===== src/shared/sar_params.svh =====
// Purpose: Offsets, field positions, reset values and timing counts of the converter sequencer
// Assumes: 8-bit register port, byte offsets as printed
// Notes:   Included by the design modules and the bench
`ifndef SAR_PARAMS_SVH
`define SAR_PARAMS_SVH
`define SAR_ADDR_W          8
`define SAR_OFF_CTRL        8'h3c
`define SAR_OFF_DATA        8'h3d
`define SAR_OFF_CLKSEL      8'h3e
`define SAR_BIT_DONE        7
`define SAR_BIT_IRQ_EN      6
`define SAR_BIT_CONT        5
`define SAR_BIT_PRESC_LSB   5
`define SAR_CH_W            5
`define SAR_CH_OFF_CODE     5'h1f
`define SAR_CH_VDD_CODE     5'h1d
`define SAR_CH_VSS_CODE     5'h1e
`define SAR_CH_LAST_PIN     5'h0b
`define SAR_CH_FIRST_PORTD  5'h08
`define SAR_PRESC_RESET     3'h0
`define SAR_CONV_CYCLES     5'h10
`define SAR_RESULT_FULL     8'hff
`define SAR_RESULT_ZERO     8'h00
`endif


===== src/shared/sar_pkg.sv =====
// Purpose: Types shared by the converter sequencer files
// Assumes: Constants come from sar_params.svh
// Notes:   States are Gray coded along idle, wait edge, converting
package sar_pkg;
  typedef enum logic [1:0] {
    SAR_IDLE = 2'b00,
    SAR_WAIT = 2'b01,
    SAR_CONV = 2'b11
  } sar_state_t;

  typedef struct packed {
    logic [7:0] addr;
    logic [7:0] wdata;
    logic       wr;
    logic       rd;
  } sar_bus_req_t;

  typedef struct packed {
    logic [11:0] port_override;
    logic        use_vdd_ref;
    logic        use_vss_ref;
    logic        powered;
  } sar_mux_t;
endpackage


===== src/hdl/sar_adc_sequencer.sv =====
// Purpose: Control logic of an 8-bit, 12-channel successive-approximation converter
// Assumes: Comparator answer arrives on cmp_high, synchronous to clk
// Notes:   Register port: addr, wdata, wr, rd; read data valid the cycle after rd
// Overview of operation
// - Twelve pin channels, one 8-bit result
// - Conversion lasts sixteen converter clocks
// - Start on first converter edge after write
// - Rail inputs give ff and 00 codes
// - Continuous mode overwrites result every conversion
// - Single conversion otherwise; continuous cleared by reset
// - Done flag set, cleared by write/read/reset
// - Done flag reads zero when interrupts enabled
// - Interrupt request at end when enabled
// - Five-bit channel field, all ones powers off
// - Selected pin forced to converter input
// - Port writes do not affect selected pin
// - Selected pin reads zero or data latch
// - Runs in wait; request wakes processor
// - Stop aborts conversion; idle afterwards until the next control write
// - Code map to port B, D, references
// - Result register updated at each completion
// - Prescaler divides by 1,2,4,8 or 16
`include "sar_params.svh"
module sar_adc_sequencer #(
  parameter int NUM_CH = 12
) (
  input  wire logic                  clk,
  input  wire logic                  rst,
  input  wire sar_pkg::sar_bus_req_t bus_req,
  output logic [7:0]                 rdata,
  input  wire logic                  stop_mode,
  input  wire logic                  cmp_high,
  input  wire logic [NUM_CH-1:0]     pin_ddr,
  input  wire logic [NUM_CH-1:0]     pin_latch,
  input  wire logic [NUM_CH-1:0]     pin_level,
  output logic [NUM_CH-1:0]          pin_read,
  output logic [NUM_CH-1:0]          pin_drive_en,
  output logic [7:0]                 dac_code,
  output sar_pkg::sar_mux_t          mux_sel,
  output logic                       conv_irq,
  output logic                       busy
);
  import sar_pkg::*;

  logic [4:0]  channel_select_reg;
  logic        conv_irq_enable_reg;
  logic        continuous_conv_enable_reg;
  logic [2:0]  prescale_select_reg;
  logic        done_reg;
  logic        irq_reg;
  logic [7:0]  result_reg;
  logic [7:0]  sar_reg;
  logic [4:0]  step_reg;
  logic [7:0]  rdata_reg;
  sar_state_t  state_reg;
  logic        conv_tick;
  logic        ctrl_wr;
  logic        data_rd;
  logic        conv_end;
  logic        powered;
  logic [3:0]  bit_idx;

  // Map a channel code to its shared pin position, or all-ones if none
  function automatic logic [3:0] pin_of(input logic [4:0] code);
    logic [3:0] r;
    r = 4'hf;
    if (code < `SAR_CH_FIRST_PORTD) begin
      r = code[3:0];
    end else if (code <= `SAR_CH_LAST_PIN) begin
      r = code[3:0];
    end
    return r;
  endfunction

  assign ctrl_wr = bus_req.wr && (bus_req.addr == `SAR_OFF_CTRL);
  assign data_rd = bus_req.rd && (bus_req.addr == `SAR_OFF_DATA);
  assign powered = (channel_select_reg != `SAR_CH_OFF_CODE);
  assign conv_end = (state_reg == SAR_CONV) && conv_tick
                    && (step_reg == `SAR_CONV_CYCLES - 5'h1);

  sar_clk_div u_div (
    .clk             (clk),
    .rst             (rst),
    .run             (powered && !stop_mode),
    .prescale_select (prescale_select_reg),
    .conv_tick       (conv_tick)
  );

  // Control register fields
  always_ff @(posedge clk or posedge rst) begin
    if (rst) begin
      channel_select_reg         <= `SAR_CH_OFF_CODE;
      conv_irq_enable_reg        <= 1'b0;
      continuous_conv_enable_reg <= 1'b0;
    end else if (ctrl_wr) begin
      channel_select_reg         <= bus_req.wdata[`SAR_CH_W-1:0];
      conv_irq_enable_reg        <= bus_req.wdata[`SAR_BIT_IRQ_EN];
      continuous_conv_enable_reg <= bus_req.wdata[`SAR_BIT_CONT];
    end
  end

  always_ff @(posedge clk or posedge rst) begin
    if (rst) begin
      prescale_select_reg <= `SAR_PRESC_RESET;
    end else if (bus_req.wr && bus_req.addr == `SAR_OFF_CLKSEL) begin
      prescale_select_reg <= bus_req.wdata[7:`SAR_BIT_PRESC_LSB];
    end
  end

  // Sequencer: write arms, next converter edge starts, sixteen edges convert
  always_ff @(posedge clk or posedge rst) begin
    if (rst) begin
      state_reg <= SAR_IDLE;
      step_reg  <= 5'h0;
    end else if (stop_mode) begin
      state_reg <= SAR_IDLE;
      step_reg  <= 5'h0;
    end else if (ctrl_wr) begin
      // Checked before power so a write that leaves the off code still arms
      state_reg <= SAR_WAIT;
      step_reg  <= 5'h0;
    end else if (!powered) begin
      state_reg <= SAR_IDLE;
      step_reg  <= 5'h0;
    end else begin
      case (state_reg)
        SAR_WAIT: begin
          if (conv_tick) begin
            state_reg <= SAR_CONV;
            step_reg  <= 5'h0;
          end
        end
        SAR_CONV: begin
          if (conv_tick) begin
            if (conv_end) begin
              step_reg  <= 5'h0;
              state_reg <= continuous_conv_enable_reg ? SAR_CONV : SAR_IDLE;
            end else begin
              step_reg <= step_reg + 5'h1;
            end
          end
        end
        default: begin
          state_reg <= SAR_IDLE;
        end
      endcase
    end
  end

  // Successive approximation: steps 0..7 decide bits 7..0, rest settle
  assign bit_idx = 4'(3'h7 - step_reg[2:0]);

  always_ff @(posedge clk or posedge rst) begin
    if (rst) begin
      sar_reg <= 8'h80;
    end else if (state_reg != SAR_CONV) begin
      sar_reg <= 8'h80;
    end else if (conv_end) begin
      sar_reg <= 8'h80;
    end else if (conv_tick && step_reg < 5'h8) begin
      if (!cmp_high) begin
        sar_reg[bit_idx[2:0]] <= 1'b0;
      end
      if (step_reg != 5'h7) begin
        sar_reg[bit_idx[2:0] - 3'h1] <= 1'b1;
      end
    end
  end

  assign dac_code = sar_reg;

  always_ff @(posedge clk or posedge rst) begin
    if (rst) begin
      result_reg <= `SAR_RESULT_ZERO;
    end else if (conv_end) begin
      if (channel_select_reg == `SAR_CH_VDD_CODE) begin
        result_reg <= `SAR_RESULT_FULL;
      end else if (channel_select_reg == `SAR_CH_VSS_CODE) begin
        result_reg <= `SAR_RESULT_ZERO;
      end else begin
        result_reg <= sar_reg;
      end
    end
  end

  // Completion flag and interrupt: set wins over clear
  always_ff @(posedge clk or posedge rst) begin
    if (rst) begin
      done_reg <= 1'b0;
    end else if (conv_end && !conv_irq_enable_reg) begin
      done_reg <= 1'b1;
    end else if (ctrl_wr || data_rd) begin
      done_reg <= 1'b0;
    end
  end

  always_ff @(posedge clk or posedge rst) begin
    if (rst) begin
      irq_reg <= 1'b0;
    end else if (conv_end && conv_irq_enable_reg) begin
      irq_reg <= 1'b1;
    end else if (ctrl_wr || data_rd || !conv_irq_enable_reg) begin
      irq_reg <= 1'b0;
    end
  end

  assign conv_irq = irq_reg;
  assign busy     = (state_reg != SAR_IDLE);

  // Read data one cycle after the strobe
  always_ff @(posedge clk or posedge rst) begin
    if (rst) begin
      rdata_reg <= 8'h00;
    end else if (bus_req.rd) begin
      if (bus_req.addr == `SAR_OFF_CTRL) begin
        rdata_reg <= {done_reg && !conv_irq_enable_reg, conv_irq_enable_reg,
                      continuous_conv_enable_reg, channel_select_reg};
      end else if (bus_req.addr == `SAR_OFF_DATA) begin
        rdata_reg <= result_reg;
      end else if (bus_req.addr == `SAR_OFF_CLKSEL) begin
        rdata_reg <= {prescale_select_reg, 5'h00};
      end else begin
        rdata_reg <= 8'h00;
      end
    end
  end

  assign rdata = rdata_reg;

  // Pin takeover for the selected channel
  always_comb begin
    logic [3:0] p;
    p = pin_of(channel_select_reg);
    for (int i = 0; i < NUM_CH; i++) begin
      if (p == 4'(i)) begin
        pin_drive_en[i] = 1'b0;
        pin_read[i]     = pin_ddr[i] ? pin_latch[i] : 1'b0;
      end else begin
        pin_drive_en[i] = pin_ddr[i];
        pin_read[i]     = pin_ddr[i] ? pin_latch[i] : pin_level[i];
      end
    end
  end

  always_comb begin
    logic [3:0] p;
    p = pin_of(channel_select_reg);
    mux_sel.port_override = '0;
    if (p != 4'hf) begin
      mux_sel.port_override[p] = 1'b1;
    end
    mux_sel.use_vdd_ref = (channel_select_reg == `SAR_CH_VDD_CODE);
    mux_sel.use_vss_ref = (channel_select_reg == `SAR_CH_VSS_CODE);
    mux_sel.powered     = powered && !stop_mode;
  end

  a_done_masked: assert property (@(posedge clk) disable iff (rst)
    conv_irq_enable_reg |-> !(rdata_reg[7] && $past(bus_req.rd)
    && $past(bus_req.addr) == `SAR_OFF_CTRL && $past(conv_irq_enable_reg)))
    else $error("done flag visible with interrupts on");
  a_irq_on_end: assert property (@(posedge clk) disable iff (rst)
    conv_end && conv_irq_enable_reg |=> irq_reg)
    else $error("irq not raised at end");
  a_irq_held: assert property (@(posedge clk) disable iff (rst)
    irq_reg && !ctrl_wr && !data_rd && conv_irq_enable_reg |=> irq_reg)
    else $error("irq dropped without clear");
  a_done_set: assert property (@(posedge clk) disable iff (rst)
    conv_end && !conv_irq_enable_reg |=> done_reg)
    else $error("done flag not set");
  a_done_clear: assert property (@(posedge clk) disable iff (rst)
    (ctrl_wr || data_rd) && !conv_end |=> !done_reg)
    else $error("done flag not cleared");
  a_start_edge: assert property (@(posedge clk) disable iff (rst)
    state_reg == SAR_WAIT && conv_tick && !ctrl_wr && powered && !stop_mode
    |=> state_reg == SAR_CONV && step_reg == 5'h0)
    else $error("start not on first converter edge");
  a_single_stop: assert property (@(posedge clk) disable iff (rst)
    conv_end && !continuous_conv_enable_reg && !ctrl_wr |=> state_reg == SAR_IDLE)
    else $error("single mode did not stop");
  a_stop_abort: assert property (@(posedge clk) disable iff (rst)
    stop_mode |=> state_reg == SAR_IDLE)
    else $error("stop did not abort");
  a_result_load: assert property (@(posedge clk) disable iff (rst)
    conv_end && channel_select_reg < 5'h0c |=> result_reg == $past(sar_reg))
    else $error("result not stored");
  a_pin_taken: assert property (@(posedge clk) disable iff (rst)
    channel_select_reg < 5'h0c |-> !pin_drive_en[pin_of(channel_select_reg)])
    else $error("selected pin still driven");

  c_single: cover property (@(posedge clk) conv_end && !continuous_conv_enable_reg);
  c_cont: cover property (@(posedge clk) conv_end && continuous_conv_enable_reg);
  c_irq: cover property (@(posedge clk) irq_reg && data_rd);
  c_abort: cover property (@(posedge clk) state_reg == SAR_CONV && stop_mode);
endmodule // sar_adc_sequencer


===== src/hdl/sar_clk_div.sv =====
// Purpose: Converter clock enable from the prescaler select
// Assumes: One system clock; output is a one-cycle enable
// Notes:   Ratio 1,2,4,8 for codes 0..3, 16 when top bit set
`include "sar_params.svh"
module sar_clk_div (
  input  wire logic       clk,
  input  wire logic       rst,
  input  wire logic       run,
  input  wire logic [2:0] prescale_select,
  output logic            conv_tick
);
  import sar_pkg::*;

  logic [3:0] cnt_reg;
  logic [3:0] limit;

  always_comb begin
    if (prescale_select[2]) begin
      limit = 4'hf;
    end else begin
      limit = 4'((5'h1 << prescale_select[1:0]) - 5'h1);
    end
  end

  always_ff @(posedge clk or posedge rst) begin
    if (rst) begin
      cnt_reg <= 4'h0;
    end else if (!run || cnt_reg >= limit) begin
      cnt_reg <= 4'h0;
    end else begin
      cnt_reg <= cnt_reg + 4'h1;
    end
  end

  assign conv_tick = run && (cnt_reg >= limit);
endmodule // sar_clk_div


===== config.mk =====
export PLATFORM = sky130hd
export DESIGN_NAME = sar_adc_sequencer
export DESIGN_NICKNAME = d
export VERILOG_FILES = /design/src/shared/sar_pkg.sv /design/src/hdl/sar_adc_sequencer.sv /design/src/hdl/sar_clk_div.sv
export VERILOG_INCLUDE_DIRS = /design/src /design/src/shared
export SDC_FILE = /design/constraint.sdc
export NUM_CORES = 1
export LEC_CHECK = 0
export BUFFER_PORTS_ARGS = -buffer_cell sky130_fd_sc_hd__buf_4
export CORE_MARGIN = 2
export CORE_UTILIZATION = 34
export CTS_BUF_LIST = sky130_fd_sc_hd__clkbuf_8 sky130_fd_sc_hd__clkbuf_16
export DETAILED_ROUTE_END_ITERATION = 7
export PLACE_DENSITY_LB_ADDON = 0.25
export REMOVE_ABC_BUFFERS = 1
export SLEW_MARGIN = 20
export SYNTH_ARGS = -nofsm -noshare
export SYNTH_HDL_FRONTEND = slang
export SYNTH_SLANG_ARGS = --single-unit

===== constraint.sdc =====
create_clock -name clk -period 4.15 [get_ports clk]
set_clock_uncertainty 0.1 [all_clocks]
set_input_delay 0.83 -clock clk [delete_from_list [all_inputs] [get_ports clk]]
set_output_delay 0.83 -clock clk [all_outputs]
set_load 0.02 [all_outputs]

==> metrics.md <==
| Metric | Value |
|---|---|
| Hpwl dp | `6.20 mm` |
| Flop-to-flop setup slack | `1330 ps` |
| Slew Limit Fails | `0` |
| DRT Wirelength | `8.06 mm` |
| Synth Cell Area | `a little under 3000 um^2` |
| Synth unique cells | `49` |
| Relative slew margins | `a little under half` |
| Total congestion overflow | `0` |
| Synth top area cells | `dfrtp_1 34%, dfstp_2 5.3%, mux2i_1 5.0%, nand2_1 4.9%, a21oi_1 4.4%` |
| Leak pwr | `0.00195 uW` |
| Crit Path Class | `register to primary output` |
| Req. time, crit path | `3220 ps` |
| Met2 WL | `4.01 mm` |
| Worst path arrival time | `1930 ps` |
| Final instance area | `3950 um^2` |
| Worst skew pair latency | `around 300 ps` |
| DRC Markers | `0` |
| Total power | `959 uW` |
| Reg-to-reg endpoint | `dac_code[7]` |
| Count leader, synth | `dfrtp_1` |
| Buffers plus inverters on the worst setup path | `1` |
| First-pass GRT wire length | `13.1 mm` |
| Antenna viol nets, final | `0` |
| Max incr delay on CP | `710 ps` |
| Clock sinks | `47` |
| IO Port Bufs | `roughly 110` |
| Metal3 WL | `around 380 um` |
| # IOs | `115` |
| Hold endpoint | `done_reg` |
| Die area | `9510 um^2` |
| Routed WL per cell | `approximately 15 um` |
| Endpoints failing setup | `0` |
| Initial drt markers | `138` |
| GRT Resource Usage Total | `16.7%` |
| Post-synth EDFFs | `0` |
| Flops & latches, synth | `47` |
| Multi-input combinational cell area | `1580 um^2` |
| CTS clk-pin slew, worst paths | `around 90 ps` |
| Hold path cells | `2` |
| HP Class | `register to register` |
| Max Clk Rate | `0.349 GHz` |
| Largest delay share family, worst path | `flip-flops` |
| Vias/cell | `approximately 5.1` |
| Layout Nets | `slightly above 500` |
| RSZ-0062 raised after global routing | `no` |
| Max-cap violations | `0` |
| Synth top area share | `34.5%` |
| Root buffer cell | `clkbuf_8` |
| Core Region | `8590 um^2` |
| Setup crit start kind | `register` |
| Post-CTS setup buffers | `0` |
| Top cells by count, synth | `41 x dfrtp_1, 39 x nand2_1, 27 x inv_1` |
| Worst-margin pin slew | `roughly 800 ps` |
| Post-synth ARST share | `100%` |
| Worst path cell trace | `nand2b_1 -> nor3_1 -> o21ai_0 -> buf_4` |
| Worst-path maximum fanout | `14` |
| Met1 Wirelength | `between 3 and 4 mm` |
| Synth Area per Inst | `8.75 um^2` |
| Initial Util | `approximately 35%` |
| Final Critical Period | `2860 ps` |
| Critical R2R Launch | `prescale_select_reg[0]` |
| Worst VDD drop | `roughly 0.15 mV` |
| Post-Synthesis Cells | `340` |
| H-tree depth | `2` |
| Setup slack after layout | `1290 ps` |
| Post-CTS sizing | `0` |
| DR vias | `2804` |
| Top FF cell, synth | `dfrtp_1` |
| Power Density | `243 nW/um^2` |
| Fin Hold WS | `387 ps` |
| CTS tree | `built` |
| Setup TNS | `0 ps` |
| Worst Hold Launch | `done_reg` |
| Final period util | `69.0%` |
| Top routing layer used | `met4` |
| Hold-fix buffers at CTS | `0` |
| Share of cells above drive strength 1 | `32.9%` |
| Die H | `97.5 um` |
| Number of global-route vias before repair | `between 2000 and 3000` |
| Crit. End Element | `primary output` |
| Seq/Total Area, Yosys | `39.8%` |
| Outcome | `complete, no violations` |
| Worst r2r path cells | `7` |
| Filler cell count | `866` |
| Final hold violation count | `0` |
| Std-Cell Rows | `34` |
| Drt first pass iters | `5` |
| N_diodes | `0` |
| Slowest CP cell | `dfstp_2` |
| Antenna violations before repair | `0` |
| RD Place Congestion | `0.859` |
| DP Worst Slack | `1350 ps` |
| Largest area contributor in the netlist | `dfrtp_1` |
| FF+latch area | `1180 um^2` |
| Yosys warns | `0` |
| Largest net degree at the start of global routing | `between 40 and 50` |
| Max Buffers Root-to-Sink | `2` |
| Synth-to-Final Area Change | `32.8%` |
| Die Wd | `97.5 um` |
| Placed Area | `approximately 3800 um^2` |
| CTS Buf Count | `5` |
-- placed cells by master (no fill, tap or decap), types with 10 or more instances in the layout --
| cell | Yosys | layout |
|---|---|---|
| buf_4 | 4 | 114 |
| dfrtp_1 | 41 | 41 |
| nand2_1 | 39 | 39 |
| inv_1 | 27 | 27 |
| nor2_1 | 26 | 26 |
| a21oi_1 | 26 | 26 |
| o21ai_0 | 25 | 25 |
| mux2i_1 | 15 | 15 |
| nand2b_1 | 10 | 10 |
| nor2b_1 | 10 | 10 |
-- per-stage QoR --
step | std cells | util (%)
final | 552 | 46.0
after global routing | 552 | 46.0
after CTS | 552 | 45.9
after detailed placement | 544 | 44.8
after global placement | 544 | 44.8
after floorplan | 322 | -
-- routing by layer --
metal / up-vias / GRT usage [%]
met3: 9 / 2.23
li1: 1389 / -
met2: 97 / 28.4
met4: 0 / 4.49
met1: 1309 / 22.4
met5: - / 0
-- power breakdown --
part	total (uW)	internal, uW	switching, uW
Combinational	189	93.8	94.7
Clock	291	134	156
Sequential	480	468	12.8
Total	959	696	264
-- layout make-up --
cell class,instances,share of cell area (%)
multi-input cells,248,39.9
inverters,27,2.60
clock buffers,6,2.09
flip-flops and latches,47,30.0
clock inverters,2,0.317
well taps,108,3.42
repair buffers,114,21.7
-- worst reg2reg max path, delay by kind of cell, from the launching register on --
family          cells  cell delay (ps)
simple gates        3             1040
flops               1              410
fa+ha+maj           1              280
compound gates      3              920
-- worst max path at each step --
stage,from,to,depth (start not counted)
floorplan,channel_select_reg[0],pin_read[1],3
detailed placement,prescale_select_reg[1],dac_code[4],7
finish,channel_select_reg[0],pin_read[5],4
global route,channel_select_reg[0],pin_read[1],4
global placement,prescale_select_reg[0],dac_code[7],7
CTS,channel_select_reg[0],pin_read[1],4
-- kinds of logic (layout without fill, tap and decap cells) --
group | count (synthesis) | after routing | synth area share (%)
AO/OA/AOI/OAI | 75 | 75 | 15.7
XOR/XNOR | 4 | 4 | 1.18
AND/OR/NAND/NOR | 139 | 139 | 24.9
flip-flops | 47 | 47 | 39.8
multiplexers | 24 | 24 | 8.46
adder cells (fa/ha/maj) | 6 | 6 | 2.52
buffers and inverters | 45 | 149 | 7.40
Power figures use the tool's default switching activity.
